### src/shf_regs.svh
`ifndef SHF_REGS_SVH
`define SHF_REGS_SVH
// ****************************************
// register offsets
// ****************************************
`define SHF_OFS_STATUS 4'h0
`define SHF_OFS_MASK 4'h1
`define SHF_OFS_STATE 4'h2
`define SHF_OFS_PERIOD 4'h3
// ****************************************
// status and mask bit positions
// ****************************************
`define SHF_EV_LOCK 0
`define SHF_EV_UV 1
`define SHF_EV_OV 2
`define SHF_EV_OC 3
`define SHF_EV_TSD 4
`define SHF_EV_SLEEP 5
`define SHF_EV_W 6
`define SHF_MASK_RST 6'h00
// ****************************************
// timing: printed figures and clock rate
// ****************************************
`define SHF_CLK_HZ 200000000
`define SHF_DISCH_MS 10
`define SHF_IDLE_MS 565
`define SHF_LOCK_MS 500
`define SHF_RETRY_S 5
`define SHF_SLOW_MHZ 1800
`define SHF_FAST_HZ 2
`define SHF_DISCH_CYC (`SHF_DISCH_MS * (`SHF_CLK_HZ / 1000))
`define SHF_IDLE_CYC (`SHF_IDLE_MS * (`SHF_CLK_HZ / 1000))
`define SHF_LOCK_CYC (`SHF_LOCK_MS * (`SHF_CLK_HZ / 1000))
`define SHF_RETRY_CYC (`SHF_RETRY_S * `SHF_CLK_HZ)
`define SHF_SLOW_CYC ((`SHF_CLK_HZ / `SHF_SLOW_MHZ) * 1000 + 555)
`define SHF_FAST_CYC (`SHF_CLK_HZ / `SHF_FAST_HZ)
`define SHF_RAMP_STEP 4096
`define SHF_GOOD_CYCLES 3'd5
// ****************************************
// drive constants
// ****************************************
`define SHF_ADV_10 8'h07
`define SHF_ADV_25 8'h12
`define SHF_PH_120 8'h55
`define SHF_PH_240 8'hab
`define SHF_MID 8'h80
`endif

### src/shf_pkg.sv
package shf_pkg;
   // main sequencing states
   typedef enum logic [2:0] {
      ST_SLEEP = 3'b000,
      ST_IDLE = 3'b001,
      ST_DISCH = 3'b010,
      ST_RUN = 3'b011,
      ST_LOCK = 3'b100
   } shf_state_t;
   // three-level selector decode: 00 low, 01 middle, 10 high
   typedef logic [1:0] shf_lvl3_t;
endpackage

### src/shf_fan_ctrl.sv
// The implementer's own choices: the address map and the plain strobed port.
`timescale 1ns/100ps
`include "shf_regs.svh"
// Operation
// - discharge soft-start 10 ms, then charge
// - duty widens with speed command level
// - carrier compared against sine drive profile
// - command above threshold: active, hall powered
// - idle, slow hall: hall supply off
// - no hall 565 ms, low command: idle
// - sleep rise: all off, regulator off
// - speed pulse divides hall by 1/2/3
// - phase advance 0, 10 or 25 degrees
// - advance follows rotation direction
// - direction low forward, high reverse
// - no hall 0.5 s: brake, alarm, retry 5 s
// - lock cleared: fast hall, wake, power
// - undervoltage off, release at 5 V
// - overvoltage brakes outputs
// - overcurrent brakes outputs
// - thermal off, release below 135 C
module shf_fan_ctrl
#(
   parameter int unsigned DISCH_CYC = `SHF_DISCH_CYC,
   parameter int unsigned IDLE_CYC = `SHF_IDLE_CYC,
   parameter int unsigned LOCK_CYC = `SHF_LOCK_CYC,
   parameter int unsigned RETRY_CYC = `SHF_RETRY_CYC,
   parameter int unsigned SLOW_CYC = `SHF_SLOW_CYC,
   parameter int unsigned FAST_CYC = `SHF_FAST_CYC
)
(
   input wire logic clk, // 200 MHz
   input wire logic rst, // sync, active high
   input wire logic [3:0] reg_addr, // register index
   input wire logic [15:0] reg_wdata, // write data
   input wire logic reg_wr, // write strobe
   input wire logic reg_rd, // read strobe
   output logic [15:0] reg_rdata, // read data, cycle after strobe
   output logic irq, // level interrupt
   input wire logic hall_cmp, // hall comparator output
   input wire logic [7:0] speed_command_level, // digitised command
   input wire logic cmd_above_thr, // command at/above 0.55 V
   input wire logic sleep_pin, // sleep request
   input wire logic direction_select, // low fwd, high rev
   input wire shf_pkg::shf_lvl3_t pulse_divide_select, // 1/3,1/2,1
   input wire shf_pkg::shf_lvl3_t phase_advance_select, // 0/10/25
   input wire logic supply_le_4v, // supply at/below 4 V
   input wire logic supply_ge_5v, // supply at/above 5 V
   input wire logic supply_gt_27v6, // supply above 27.6 V
   input wire logic current_sense_input, // sense at/above 0.25 V
   input wire logic temp_gt_160, // junction above 160 C
   input wire logic temp_lt_135, // junction below 135 C
   output logic [2:0] phase_hi_on, // high sides U,V,W
   output logic [2:0] phase_lo_on, // low sides U,V,W
   output logic hall_sensor_supply, // hall bias enable
   output logic internal_regulator_out, // regulator enable
   output logic speed_pulse_out, // divided speed pulse
   output logic lock_alarm_n, // low while locked
   output logic soft_start_discharge, // 2 mA sink on
   output logic soft_start_charge // 1 uA source on
);
   import shf_pkg::*;

   // ****************************************
   // input synchronisers
   // ****************************************
   localparam int SW = 22;
   logic [SW-1:0] s1_q, s2_q;
   wire [SW-1:0] async_in = {hall_cmp, speed_command_level, cmd_above_thr,
      sleep_pin, direction_select, pulse_divide_select, phase_advance_select,
      supply_le_4v, supply_ge_5v, supply_gt_27v6, current_sense_input,
      temp_gt_160, temp_lt_135};
   // two flops before any logic looks at a pin
   always_ff @(posedge clk)
   begin
      s1_q <= async_in;
      s2_q <= s1_q;
   end
   wire hall = s2_q[21];
   wire [7:0] cmd = s2_q[20:13];
   wire cmd_hi = s2_q[12];
   wire slp = s2_q[11];
   wire rev = s2_q[10];
   wire [1:0] fdiv = s2_q[9:8];
   wire [1:0] adv_sel = s2_q[7:6];
   wire uv_on = s2_q[5];
   wire uv_off = s2_q[4];
   wire ov = s2_q[3];
   wire oc = s2_q[2];
   wire t_hot = s2_q[1];
   wire t_cool = s2_q[0];

   // ****************************************
   // functions
   // ****************************************
   // parabolic half-wave sine scaled by level, centred on mid-scale
   function automatic logic [7:0] shf_wave(input logic [7:0] ang,
      input logic [7:0] lvl);
      logic [13:0] p;
      logic [7:0] s;
      logic [15:0] m;
      p = {7'h00, ang[6:0]} * (14'h0080 - {7'h00, ang[6:0]});
      s = (p[12:5] > 8'h7f) ? 8'h7f : p[12:5];
      m = s * lvl;
      return ang[7] ? (`SHF_MID - m[15:8]) : (`SHF_MID + m[15:8]);
   endfunction
   // saturating 32-bit increment
   function automatic logic [31:0] shf_inc(input logic [31:0] v);
      return (v == 32'hffffffff) ? v : v + 32'h00000001;
   endfunction

   // ****************************************
   // state and protection flags
   // ****************************************
   shf_state_t st_q, st_d;
   logic hall_prev_q, slp_prev_q, uv_q, tsd_q, hpwr_q;
   logic [31:0] idle_q, per_q, tmr_q;
   logic [2:0] good_q;
   logic [7:0] ramp_q;
   logic [12:0] rstep_q;
   wire hall_rise = hall & ~hall_prev_q;
   wire hall_edge = hall ^ hall_prev_q;
   wire slp_rise = slp & ~slp_prev_q;
   wire slp_fall = ~slp & slp_prev_q;
   wire uv_release = uv_q & uv_off;
   wire fast_cycle = hall_rise & (idle_q <= FAST_CYC);
   wire tmr_done_d = (tmr_q >= DISCH_CYC - 1);
   wire tmr_done_r = (tmr_q >= RETRY_CYC - 1);
   wire no_hall_lock = (idle_q >= LOCK_CYC);
   wire no_hall_idle = (idle_q > IDLE_CYC);

   // sequencing: sleep, idle, discharge, run, lock
   always_comb
   begin
      st_d = st_q;
      case (st_q)
         ST_SLEEP:
            if (slp_fall | uv_release)
               st_d = cmd_hi ? ST_DISCH : ST_IDLE;
         ST_IDLE:
            if (cmd_hi)
               st_d = ST_DISCH;
         ST_DISCH:
            if (tmr_done_d)
               st_d = ST_RUN;
         ST_RUN:
            if (no_hall_idle & ~cmd_hi)
               st_d = ST_IDLE;
            else if (no_hall_lock & cmd_hi)
               st_d = ST_LOCK;
         ST_LOCK:
            if (good_q == `SHF_GOOD_CYCLES)
               st_d = ST_RUN;
            else if (no_hall_idle & ~cmd_hi)
               st_d = ST_IDLE;
            else if (tmr_done_r)
               st_d = ST_DISCH;
         default:
            st_d = ST_IDLE;
      endcase
      if (slp_rise)
         st_d = ST_SLEEP;
      else if (uv_release & st_q != ST_SLEEP)
         st_d = cmd_hi ? ST_DISCH : ST_IDLE;
   end

   // state register and phase timer
   always_ff @(posedge clk)
   begin
      if (rst)
      begin
         st_q <= ST_IDLE;
         tmr_q <= 32'h00000000;
      end
      else
      begin
         st_q <= st_d;
         tmr_q <= (st_d != st_q) ? 32'h00000000 : shf_inc(tmr_q);
      end
   end

   // edge history, hall period and time since last hall rise
   always_ff @(posedge clk)
   begin
      if (rst)
      begin
         hall_prev_q <= 1'b0;
         slp_prev_q <= 1'b0;
         idle_q <= 32'h00000000;
         per_q <= 32'hffffffff;
      end
      else
      begin
         hall_prev_q <= hall;
         slp_prev_q <= slp;
         idle_q <= hall_rise ? 32'h00000000 : shf_inc(idle_q);
         if (hall_rise)
            per_q <= idle_q;
      end
   end

   // fast cycle counter that releases a lock
   always_ff @(posedge clk)
   begin
      if (rst | st_q != ST_LOCK)
         good_q <= 3'h0;
      else if (hall_rise)
         good_q <= fast_cycle ? good_q + 3'h1 : 3'h0;
   end

   // undervoltage and thermal hysteresis latches
   always_ff @(posedge clk)
   begin
      if (rst)
      begin
         uv_q <= 1'b0;
         tsd_q <= 1'b0;
      end
      else
      begin
         if (uv_on)
            uv_q <= 1'b1;
         else if (uv_off)
            uv_q <= 1'b0;
         if (t_hot)
            tsd_q <= 1'b1;
         else if (t_cool)
            tsd_q <= 1'b0;
      end
   end

   // hall sensor supply control
   always_ff @(posedge clk)
   begin
      if (rst)
         hpwr_q <= 1'b1;
      else if (st_d == ST_SLEEP)
         hpwr_q <= 1'b0;
      else if (cmd_hi)
         hpwr_q <= 1'b1;
      else if (st_q == ST_IDLE & idle_q >= SLOW_CYC)
         hpwr_q <= 1'b0;
   end

   // soft-start ramp: reset in discharge, climbs while running
   always_ff @(posedge clk)
   begin
      if (rst | st_q == ST_DISCH)
      begin
         ramp_q <= 8'h00;
         rstep_q <= 13'h0000;
      end
      else if (st_q == ST_RUN & ramp_q != 8'hff)
      begin
         rstep_q <= (rstep_q == 13'(`SHF_RAMP_STEP - 1)) ? 13'h0000 : rstep_q + 13'h0001;
         if (rstep_q == 13'(`SHF_RAMP_STEP - 1))
            ramp_q <= ramp_q + 8'h01;
      end
   end

   // ****************************************
   // angle interpolation and carrier
   // ****************************************
   logic [7:0] ang_q, car_q;
   logic [23:0] sub_q;
   logic car_up_q;
   wire [23:0] step_len = per_q[31:8];
   wire step_hit = (sub_q >= step_len);
   // angle restarts at every hall rise, steps per 1/256 period
   always_ff @(posedge clk)
   begin
      if (rst | hall_rise)
      begin
         ang_q <= 8'h00;
         sub_q <= 24'h000000;
      end
      else
      begin
         sub_q <= step_hit ? 24'h000000 : sub_q + 24'h000001;
         if (step_hit & ang_q != 8'hff)
            ang_q <= ang_q + 8'h01;
      end
   end

   // triangular carrier, one up/down sweep per pwm period
   always_ff @(posedge clk)
   begin
      if (rst)
      begin
         car_q <= 8'h00;
         car_up_q <= 1'b1;
      end
      else
      begin
         car_q <= car_up_q ? car_q + 8'h01 : car_q - 8'h01;
         if (car_up_q & car_q == 8'hfe)
            car_up_q <= 1'b0;
         else if (~car_up_q & car_q == 8'h01)
            car_up_q <= 1'b1;
      end
   end

   // advance amount, signed by direction
   wire [7:0] adv = (adv_sel == 2'b10) ? `SHF_ADV_25 :
      (adv_sel == 2'b01) ? `SHF_ADV_10 : 8'h00;
   wire [7:0] ang_u = rev ? ang_q - adv : ang_q + adv;
   wire [7:0] ang_v = rev ? ang_u - `SHF_PH_240 : ang_u - `SHF_PH_120;
   wire [7:0] ang_w = rev ? ang_u - `SHF_PH_120 : ang_u - `SHF_PH_240;
   // command level limited by the soft-start ramp
   wire [7:0] lvl = (cmd < ramp_q) ? cmd : ramp_q;
   wire [7:0] dr_u = shf_wave(ang_u, lvl);
   wire [7:0] dr_v = shf_wave(ang_v, lvl);
   wire [7:0] dr_w = shf_wave(ang_w, lvl);
   wire [2:0] pwm = {dr_w > car_q, dr_v > car_q, dr_u > car_q};

   // ****************************************
   // output override priority
   // ****************************************
   wire all_off = (st_q == ST_SLEEP) | uv_q | tsd_q;
   wire brake = ov | oc | (st_q != ST_RUN);
   wire [2:0] hi_d = all_off ? 3'b000 : brake ? 3'b000 : pwm;
   wire [2:0] lo_d = all_off ? 3'b000 : brake ? 3'b111 : ~pwm;

   // ****************************************
   // speed pulse divider
   // ****************************************
   logic [2:0] half_q;
   wire [2:0] n_div = (fdiv == 2'b10) ? 3'd1 : (fdiv == 2'b01) ? 3'd2 : 3'd3;
   wire [2:0] half_last = {n_div[1:0], 1'b0} - 3'd1;
   // count hall half cycles; pulse high for first n of 2n
   always_ff @(posedge clk)
   begin
      if (rst)
         half_q <= 3'h0;
      else if (hall_edge)
         half_q <= (half_q >= half_last) ? 3'h0 : half_q + 3'h1;
   end

   // ****************************************
   // registered outputs
   // ****************************************
   always_ff @(posedge clk)
   begin
      if (rst)
      begin
         phase_hi_on <= 3'b000;
         phase_lo_on <= 3'b000;
         hall_sensor_supply <= 1'b0;
         internal_regulator_out <= 1'b0;
         speed_pulse_out <= 1'b0;
         lock_alarm_n <= 1'b1;
         soft_start_discharge <= 1'b0;
         soft_start_charge <= 1'b0;
      end
      else
      begin
         phase_hi_on <= hi_d;
         phase_lo_on <= lo_d;
         hall_sensor_supply <= hpwr_q & (st_q != ST_SLEEP);
         internal_regulator_out <= (st_q != ST_SLEEP);
         speed_pulse_out <= (half_q < n_div);
         lock_alarm_n <= (st_q != ST_LOCK);
         soft_start_discharge <= (st_q == ST_DISCH);
         soft_start_charge <= (st_q == ST_RUN);
      end
   end

   // ****************************************
   // event status, mask and interrupt
   // ****************************************
   logic [`SHF_EV_W-1:0] stat_q, mask_q, ev_prev_q;
   wire [`SHF_EV_W-1:0] ev_lvl = {st_q == ST_SLEEP, tsd_q, oc, ov, uv_q,
      st_q == ST_LOCK};
   wire [`SHF_EV_W-1:0] ev_set = ev_lvl & ~ev_prev_q;
   wire rd_stat = reg_rd & (reg_addr == `SHF_OFS_STATUS);
   wire wr_mask = reg_wr & (reg_addr == `SHF_OFS_MASK);
   // sticky bits; a new event wins over a clearing read
   always_ff @(posedge clk)
   begin
      if (rst)
      begin
         stat_q <= '0;
         mask_q <= `SHF_MASK_RST;
         ev_prev_q <= '0;
         irq <= 1'b0;
      end
      else
      begin
         ev_prev_q <= ev_lvl;
         stat_q <= (rd_stat ? '0 : stat_q) | ev_set;
         if (wr_mask)
            mask_q <= reg_wdata[`SHF_EV_W-1:0];
         irq <= |(((rd_stat ? '0 : stat_q) | ev_set) & mask_q);
      end
   end

   // ****************************************
   // register read port
   // ****************************************
   wire [15:0] state_word = {7'h00, uv_q, tsd_q, hpwr_q, rev, ov, oc,
      st_q};
   wire [15:0] rd_mux =
      (reg_addr == `SHF_OFS_STATUS) ? {10'h000, stat_q} :
      (reg_addr == `SHF_OFS_MASK) ? {10'h000, mask_q} :
      (reg_addr == `SHF_OFS_STATE) ? state_word :
      (reg_addr == `SHF_OFS_PERIOD) ? per_q[31:16] : 16'h0000;
   // read data valid only in the cycle after the strobe
   always_ff @(posedge clk)
   begin
      if (rst)
         reg_rdata <= 16'h0000;
      else
         reg_rdata <= reg_rd ? rd_mux : 16'h0000;
   end
endmodule // shf_fan_ctrl

### config.mk
export PLATFORM = sky130hd
export DESIGN_NAME = shf_fan_ctrl
export DESIGN_NICKNAME = d
export VERILOG_FILES = /design/src/shf_pkg.sv /design/src/shf_fan_ctrl.sv
export VERILOG_INCLUDE_DIRS = /design/src
export SDC_FILE = /design/constraint.sdc
export NUM_CORES = 1
export LEC_CHECK = 0
export BUFFER_PORTS_ARGS = -buffer_cell sky130_fd_sc_hd__buf_2
export CAP_MARGIN = 20
export CORE_MARGIN = 4
export CORE_UTILIZATION = 49
export DETAILED_ROUTE_END_ITERATION = 6
export HOLD_SLACK_MARGIN = 0.12
export PLACE_DENSITY = 0.7
export SLEW_MARGIN = 15
export SYNTH_ARGS = -nofsm -noshare
export SYNTH_HDL_FRONTEND = slang
export SYNTH_SLANG_ARGS = --single-unit
### constraint.sdc
create_clock -name clk -period 19.1 [get_ports clk]
set_input_delay 1.91 -clock clk [delete_from_list [all_inputs] [get_ports clk]]
set_output_delay 1.91 -clock clk [all_outputs]
set_load 0.005 [all_outputs]
**Yosys cells after proc, flatten, opt, wreduce, memory -nomap -nowiden**

Index checks and enable logic that the tools add are counted.

- Add/sub/neg operators: 24
- Multipliers: 6
- $lt $le $gt $ge: 16
- Eq/ne operators: 22
- Muxes and demuxes: 45
- Bitwise gates (word level): 37
- Reduce and logical (&&, ||, !) cells: 18

Operator list:

| operator | count |
|---|---|
| 8-bit 2-to-1 mux | 11 |
| 32-bit by 1-bit adder with 32-bit output (second input constant) | 2 |
| 32-bit equality test (second input constant) | 2 |
| 32-bit by 27-bit >= comparator with 1-bit output (second input constant) | 2 |
| 8-bit by 8-bit multiplier with 16-bit output | 3 |
| 3-bit 2-to-1 mux | 14 |
| 8-bit by 9-bit multiplier with 13-bit output | 3 |
| 32-bit by 21-bit >= comparator with 1-bit output (second input constant) | 1 |
| 32-bit by 30-bit >= comparator with 1-bit output (second input constant) | 1 |
| 32-bit by 27-bit > comparator with 1-bit output (second input constant) | 1 |
| 32-bit by 27-bit <= comparator with 1-bit output (second input constant) | 1 |
| 8-bit by 7-bit subtractor with 9-bit output (first input constant) | 3 |
| 24-bit by 1-bit adder with 24-bit output (second input constant) | 1 |
| 8-bit by 1-bit adder with 8-bit output (second input constant) | 3 |
| 8-bit adder (first input constant) | 3 |
| 24-bit >= comparator | 1 |
| 8-bit by 7-bit > comparator with 1-bit output (second input constant) | 3 |
| 8-bit > comparator | 3 |
| 8-bit subtractor (first input constant) | 3 |
| 6-bit 2-to-1 mux | 3 |
| 9-bit 2-to-1 mux | 2 |
| 1-bit bitwise AND | 16 |
| 8-bit inequality test (second input constant) | 2 |
| 3-bit case mux with 5 select lines | 1 |
| 44 further kinds | 83 |

- Register bits: 263
- Bits of input ports: 46
- Output and inout bits: 29
- Logic and storage cells: 202

**Logic depth before layout (Yosys ltp)**

- Word-level depth: 17
- Depth in mapped cells: 60
- Depth with buffers taken out: 58

**Worst setup path before layout**

No wires, ideal clock.

- Path type: reg-to-reg
- From: register s2_q[10]
- To: register phase_lo_on[1]
- Library setup time: 64 ps
- Arrival: 13717 ps
- Data required time: 19036 ps
- Setup slack: 5318 ps
- Cell stages (with the launch flop): 54
- Path buffers: 4
- Period minus slack after synthesis: 13782 ps
- Path through: dfxtp_1 buf_1 clkbuf_1 mux2_2 fa_1 inv_1 ha_1 buf_1 xor2_1 clkinv_1 ha_1 and3_1 and3_1 ha_1 nor2_1 fa_1 fa_1 fa_1 [... 18 more ...] ha_1 nand2_1 nor2_1 a211oi_1 nand2_1 a21o_1 xnor2_1 ha_1 or4b_2 a211oi_1 nor2_1 o31ai_1 xnor2_1 ha_1 a21o_1 a211oi_1 nor3_1 nor2_1

- Word-level cells in the longest chain between the ends: 13
- Elaborated cells between the ends (all ways): 15
- Classes of those cells: 5 x add/sub; 2 x mul; 2 x order compare; 5 x mux; 1 x bitwise

RTL lines:

| element | line | RTL |
|---|---|---|
| start, declared | shf_fan_ctrl.sv:68 | `logic [SW-1:0] s1_q, s2_q;` |
| start signal, assigned | shf_fan_ctrl.sv:77 | `s2_q <= s1_q;` |
| 8-bit 2-to-1 mux | shf_fan_ctrl.sv:306 | `wire [7:0] ang_u = rev ? ang_q - adv : ang_q + adv;` |
| 8-bit by 7-bit subtractor with 8-bit output (no source line) or 8-bit subtractor (tied branches) | - |  |
| 8-bit 2-to-1 mux (no source line) * | - |  |
| 8-bit by 7-bit subtractor with 9-bit output | shf_fan_ctrl.sv:102 | `p = {7'h00, ang[6:0]} * (14'h0080 - {7'h00, ang[6:0]});` |
| 8-bit by 9-bit multiplier with 13-bit output | shf_fan_ctrl.sv:102 |  |
| 8-bit by 7-bit > comparator with 1-bit output | shf_fan_ctrl.sv:103 | `s = (p[12:5] > 8'h7f) ? 8'h7f : p[12:5];` |
| 8-bit 2-to-1 mux | shf_fan_ctrl.sv:103 |  |
| 8-bit by 8-bit multiplier with 16-bit output | shf_fan_ctrl.sv:104 | `m = s * lvl;` |
| 8-bit adder (no source line) or 8-bit subtractor (tied branches) | - |  |
| 8-bit 2-to-1 mux * | shf_fan_ctrl.sv:105 | `` return ang[7] ? (`SHF_MID - m[15:8]) : (`SHF_MID + m[15:8]); `` |
| 8-bit > comparator * | shf_fan_ctrl.sv:314 | `wire [2:0] pwm = {dr_w > car_q, dr_v > car_q, dr_u > car_q};` |
| 3-bit inverter * | shf_fan_ctrl.sv:322 | `wire [2:0] lo_d = all_off ? 3'b000 : brake ? 3'b111 : ~pwm;` |
| 3-bit 2-to-1 mux * | shf_fan_ctrl.sv:322 |  |
| end signal, assigned | shf_fan_ctrl.sv:358 | `phase_lo_on <= lo_d;` |
| end, declared | shf_fan_ctrl.sv:54 | `output logic [2:0] phase_lo_on,` |

Mark *: on every way between the ends. The rest lies on a longest branch, timed or not.
A chain may end at the register's enable or synchronous reset.

**Worst setup path in the final report**

- From: register s2_q[7]
- To: register phase_lo_on[1]

- Word-level cells in the longest chain between the ends: 17
- Elaborated cells between the ends (all ways): 21
- Classes of those cells: 7 x add/sub; 2 x mul; 2 x order compare; 2 x eq/ne; 7 x mux; 1 x bitwise

RTL lines:

| element | line | RTL |
|---|---|---|
| 2-bit by 1-bit equality test with 1-bit output | shf_fan_ctrl.sv:305 | `` (adv_sel == 2'b01) ? `SHF_ADV_10 : 8'h00; `` |
| 3-bit 2-to-1 mux | shf_fan_ctrl.sv:305 |  |
| 5-bit 2-to-1 mux * | shf_fan_ctrl.sv:304 | `` wire [7:0] adv = (adv_sel == 2'b10) ? `SHF_ADV_25 : `` |
| 8-bit by 5-bit adder with 8-bit output or 8-bit by 5-bit subtractor with 8-bit output (tied branches) | shf_fan_ctrl.sv:306 |  |
| 8-bit 2-to-1 mux * | shf_fan_ctrl.sv:306 |  |
| 8-bit by 7-bit subtractor with 8-bit output (no source line) or 8-bit subtractor (tied branches) | - |  |
| 8-bit 2-to-1 mux (no source line) * | - |  |
| 8-bit by 7-bit subtractor with 9-bit output | shf_fan_ctrl.sv:102 |  |
| 8-bit by 9-bit multiplier with 13-bit output | shf_fan_ctrl.sv:102 |  |
| 8-bit by 7-bit > comparator with 1-bit output | shf_fan_ctrl.sv:103 |  |
| 8-bit 2-to-1 mux | shf_fan_ctrl.sv:103 |  |
| 8-bit by 8-bit multiplier with 16-bit output | shf_fan_ctrl.sv:104 |  |
| 8-bit adder (no source line) or 8-bit subtractor (tied branches) | - |  |
| 8-bit 2-to-1 mux * | shf_fan_ctrl.sv:105 |  |
| 8-bit > comparator * | shf_fan_ctrl.sv:314 |  |
| 3-bit inverter * | shf_fan_ctrl.sv:322 |  |
| 3-bit 2-to-1 mux * | shf_fan_ctrl.sv:322 |  |

Marks and branches as above.

==> results.sh <==
export IMPL_num_rows=79
export IMPL_synth_xor_area_share_pct=7.894
export IMPL_cts_tree="yes"
export IMPL_num_vias=18310
export IMPL_seq_area_mm2=0.005105
export IMPL_cap_violations=0
export IMPL_synthCells=2735
export IMPL_reg2regPathDepth=53
export IMPL_status="finished, final reports clean"
export IMPL_end_kind="register"
export IMPL_reg2reg_slack_ns=4.28
export IMPL_synth_compound_area_share_pct=9.447
export IMPL_stdcell_area_mm2=0.02518
export IMPL_synth_edf_count=0
export IMPL_die_w_um=226.0
export IMPL_yosys_top_cells_area="dfxtp_1 22%, fa_1 16%, ha_1 16%"
export IMPL_htreeDepth=1
export IMPL_seq_area_frac_synth_pct=21.92
export IMPL_hold_path_class="reg2reg"
export IMPL_post_cts_resize_count=0
export IMPL_clk_pin_slew_worst_paths_ns=0.06
export IMPL_grt_max_degree=56
export IMPL_drive_above_1_share_pct=6.981
export IMPL_fin_skew_ns=0.02344
export IMPL_crit_arrival_ns=15.29
export IMPL_grt_ovfl_total=0
export IMPL_fillers=4244
export IMPL_fmax_mhz=67.49
export IMPL_first_iter_violations=1020
export IMPL_crit_path_start_kind="register"
export IMPL_io_buffer_count=64
export IMPL_worstReg2RegStart="s2_q[7]$_DFF_P_"
export IMPL_grt_pass1_vias=18416
export IMPL_slowest_stage="fa_1"
export IMPL_min_to="s2_q[0]$_DFF_P_"
export IMPL_drc=0
export IMPL_critPathKind="reg2reg"
export IMPL_clkSinkCount=255
export IMPL_stdcell_count=3429
export IMPL_setup_viol=0
export IMPL_synth_warnings=0
export IMPL_core_area_mm2=0.04675
export IMPL_synth_top_area_share_pct=21.92
export IMPL_diodes=0
export IMPL_drtPass1Iterations=5
export IMPL_hp_start="s1_q[0]$_DFF_P_"
export IMPL_cp_max_fo=11
export IMPL_clock_latency_ns=0.55
export IMPL_finalSetupTns_ns=0
export IMPL_cts_root_buf="clkbuf_16"
export IMPL_synth_top_area_cell="dfxtp_1"
export IMPL_netlist_area_mm2=0.02328
export IMPL_gp_congestion=0.8840
export IMPL_slowest_delay_ns=0.76
export IMPL_wl_per_cell_um=14.65
export IMPL_syn_to_final_growth_pct=8.152
export IMPL_report_final_slew_viol_count=0
export IMPL_synth_top_flop_cell="dfxtp_1"
export IMPL_drt_wl_total_um=50240
export IMPL_dieArea_mm2=0.05107
export IMPL_period_share_pct=77.58
export IMPL_muxShareOfSynthArea_pct=1.795
export IMPL_clock_path_buffers=3
export IMPL_pre_cts_ws_ns=4.290
export IMPL_ant_nets=0
export IMPL_pin_count=75
export IMPL_yosysUniqueCellTypes=93
export IMPL_cp_common_cell="fa_1"
export IMPL_vias_per_cell=5.340
export IMPL_grt_setup_unrepaired="no"
export IMPL_grt_usage_pct=19.73
export IMPL_cts_buffers=26
export IMPL_nNetsFinal=3330
export IMPL_synth_top_family_by_area="adder cells"
export IMPL_worst_slack_ns=4.282
export IMPL_worstPathRequired_ns=19.58
export IMPL_min_path_cells=0
export IMPL_synthMostInstantiatedCell="nor2_1"
export IMPL_antenna_found_initial=1
export IMPL_yosys_area_share_simple_pct=19.97
export IMPL_hold_violations=0
export IMPL_synth_area_per_cell_um2=8.513
export IMPL_ys_top_cells_by_count="472 x nor2_1, 338 x inv_1, 291 x ha_1, 255 x dfxtp_1, 190 x fa_1"
export IMPL_timing_rr_end="phase_lo_on[1]$_SDFF_PP0_"
export IMPL_grt_pass1_wl_um=85940
export IMPL_initial_core_util_pct=49.80
export IMPL_multi_input_area_mm2=0.01671
export IMPL_dp_hpwl_um=40010
export IMPL_tightest_slew_ns=1.086
export IMPL_synthAdderAreaFrac_pct=31.97
export IMPL_synthArstFlopShare_pct=0
export IMPL_placed_cell_area_mm2=0.02432
export IMPL_die_y_um=226.0
export IMPL_min_period_ns=14.82
export IMPL_post_cts_setup_buffers=0
export IMPL_max_slew_margin_pct=27.06
export IMPL_hold_buffers=0
export IMPL_placedCellCount=3382
export IMPL_synth_seq_cells=255
==> worst max-delay path by stage <==
stage,from,endpoint,slack (ns),cells after the start
floorplan,s2_q[10]$_DFF_P_,phase_lo_on[1]$_SDFF_PP0_,5.32,53
global placement,s2_q[7]$_DFF_P_,phase_lo_on[1]$_SDFF_PP0_,4.58,53
detailed placement,s2_q[7]$_DFF_P_,phase_lo_on[1]$_SDFF_PP0_,4.29,53
CTS,s2_q[7]$_DFF_P_,phase_lo_on[1]$_SDFF_PP0_,4.23,53
global route,s2_q[7]$_DFF_P_,phase_lo_on[1]$_SDFF_PP0_,3.20,55
finish,s2_q[7]$_DFF_P_,phase_lo_on[1]$_SDFF_PP0_,4.28,53
==> cells in the final DEF (no fill, tap or decap), types with 6 or more instances in the layout <==
cell type	netlist	layout
a211oi_1	12	12
a21o_1	34	34
a21oi_1	96	95
a22oi_1	10	10
a31oi_1	10	10
a41oi_1	6	6
and2_1	17	17
and3_1	38	38
buf_2	4	64
buf_4	0	18
clkbuf_16	0	26
clkinv_2	0	8
conb_1	2	39
dfxtp_1	255	255
fa_1	190	190
ha_1	291	290
inv_1	338	338
mux2_2	10	10
mux2i_1	26	25
nand2_1	162	162
nand2b_1	29	29
nand3_1	59	59
nand4_1	46	46
nor2_1	472	472
nor2b_1	36	36
nor3_1	41	41
nor3b_1	8	8
nor4_1	9	9
o211ai_1	29	29
o21ai_0	62	62
o21ai_1	8	8
o21bai_1	8	8
o31ai_1	12	12
or2_2	22	22
or3_1	20	20
or4_1	6	6
xnor2_1	113	113
xor2_1	95	95
==> cell families after synthesis <==
family          Yosys count
simple gates            997
fa+ha+maj               481
buf+inv                 421
compound gates          332
flops                   255
xor+xnor                209
mux                      38
other cells               2
==> area by class of cell <==
cell class | instances | share of cell area [%]
Timing Repair Buffer | 82 | 1.809
Multi-Input combinational cell | 2096 | 66.37
Clock buffer | 34 | 2.902
Sequential cell | 255 | 20.27
Inverter | 342 | 5.098
Clock inverter | 13 | 0.5366
Tap cell | 607 | 3.016
==> state kept, by name (all words and copies together), names as in the netlist, 6 cells and up <==
name	count
idle_q	32
tmr_q	32
per_q	24
sub_q	24
s1_q	22
s2_q	22
reg_rdata	16
rstep_q	13
ang_q	8
car_q	8
ramp_q	8
ev_prev_q	6
mask_q	6
stat_q	6
==> stage by stage <==
stage | utilization (%) | hold slack [ns]
final | 53.86 | 0.3272
after global routing | 53.86 | 0.3300
after floorplan | - | 0.3096
after detailed placement | 52.01 | 0.3128
after CTS | 53.86 | 0.3275
after global placement | 52.01 | 0.3128
==> routing by layer <==
layer	wire length (um)	vias up	GRT usage, %
met1	23050	8845	27.16
met3	2015	59	1.976
li1	-	9074	-
met2	24340	332	34.22
met4	844	0	3.497
met5	0	-	0
==> critical path, delay by kind of cell, from the launching register on <==
| family | cells | cell delay, ns |
|---|---|---|
| AOI/OAI and AO/OA | 10 | 2.37 |
| xor gates and xnor gates | 3 | 0.58 |
| adders and majority gates | 17 | 7.36 |
| buffers and inverters | 9 | 0.96 |
| DFF | 1 | 0.31 |
| muxes | 1 | 0.38 |
| and+or+nand+nor | 13 | 2.75 |
Power is not shown: default switching activity piles up to over one toggle a cycle in this logic, so the estimate is an artifact.
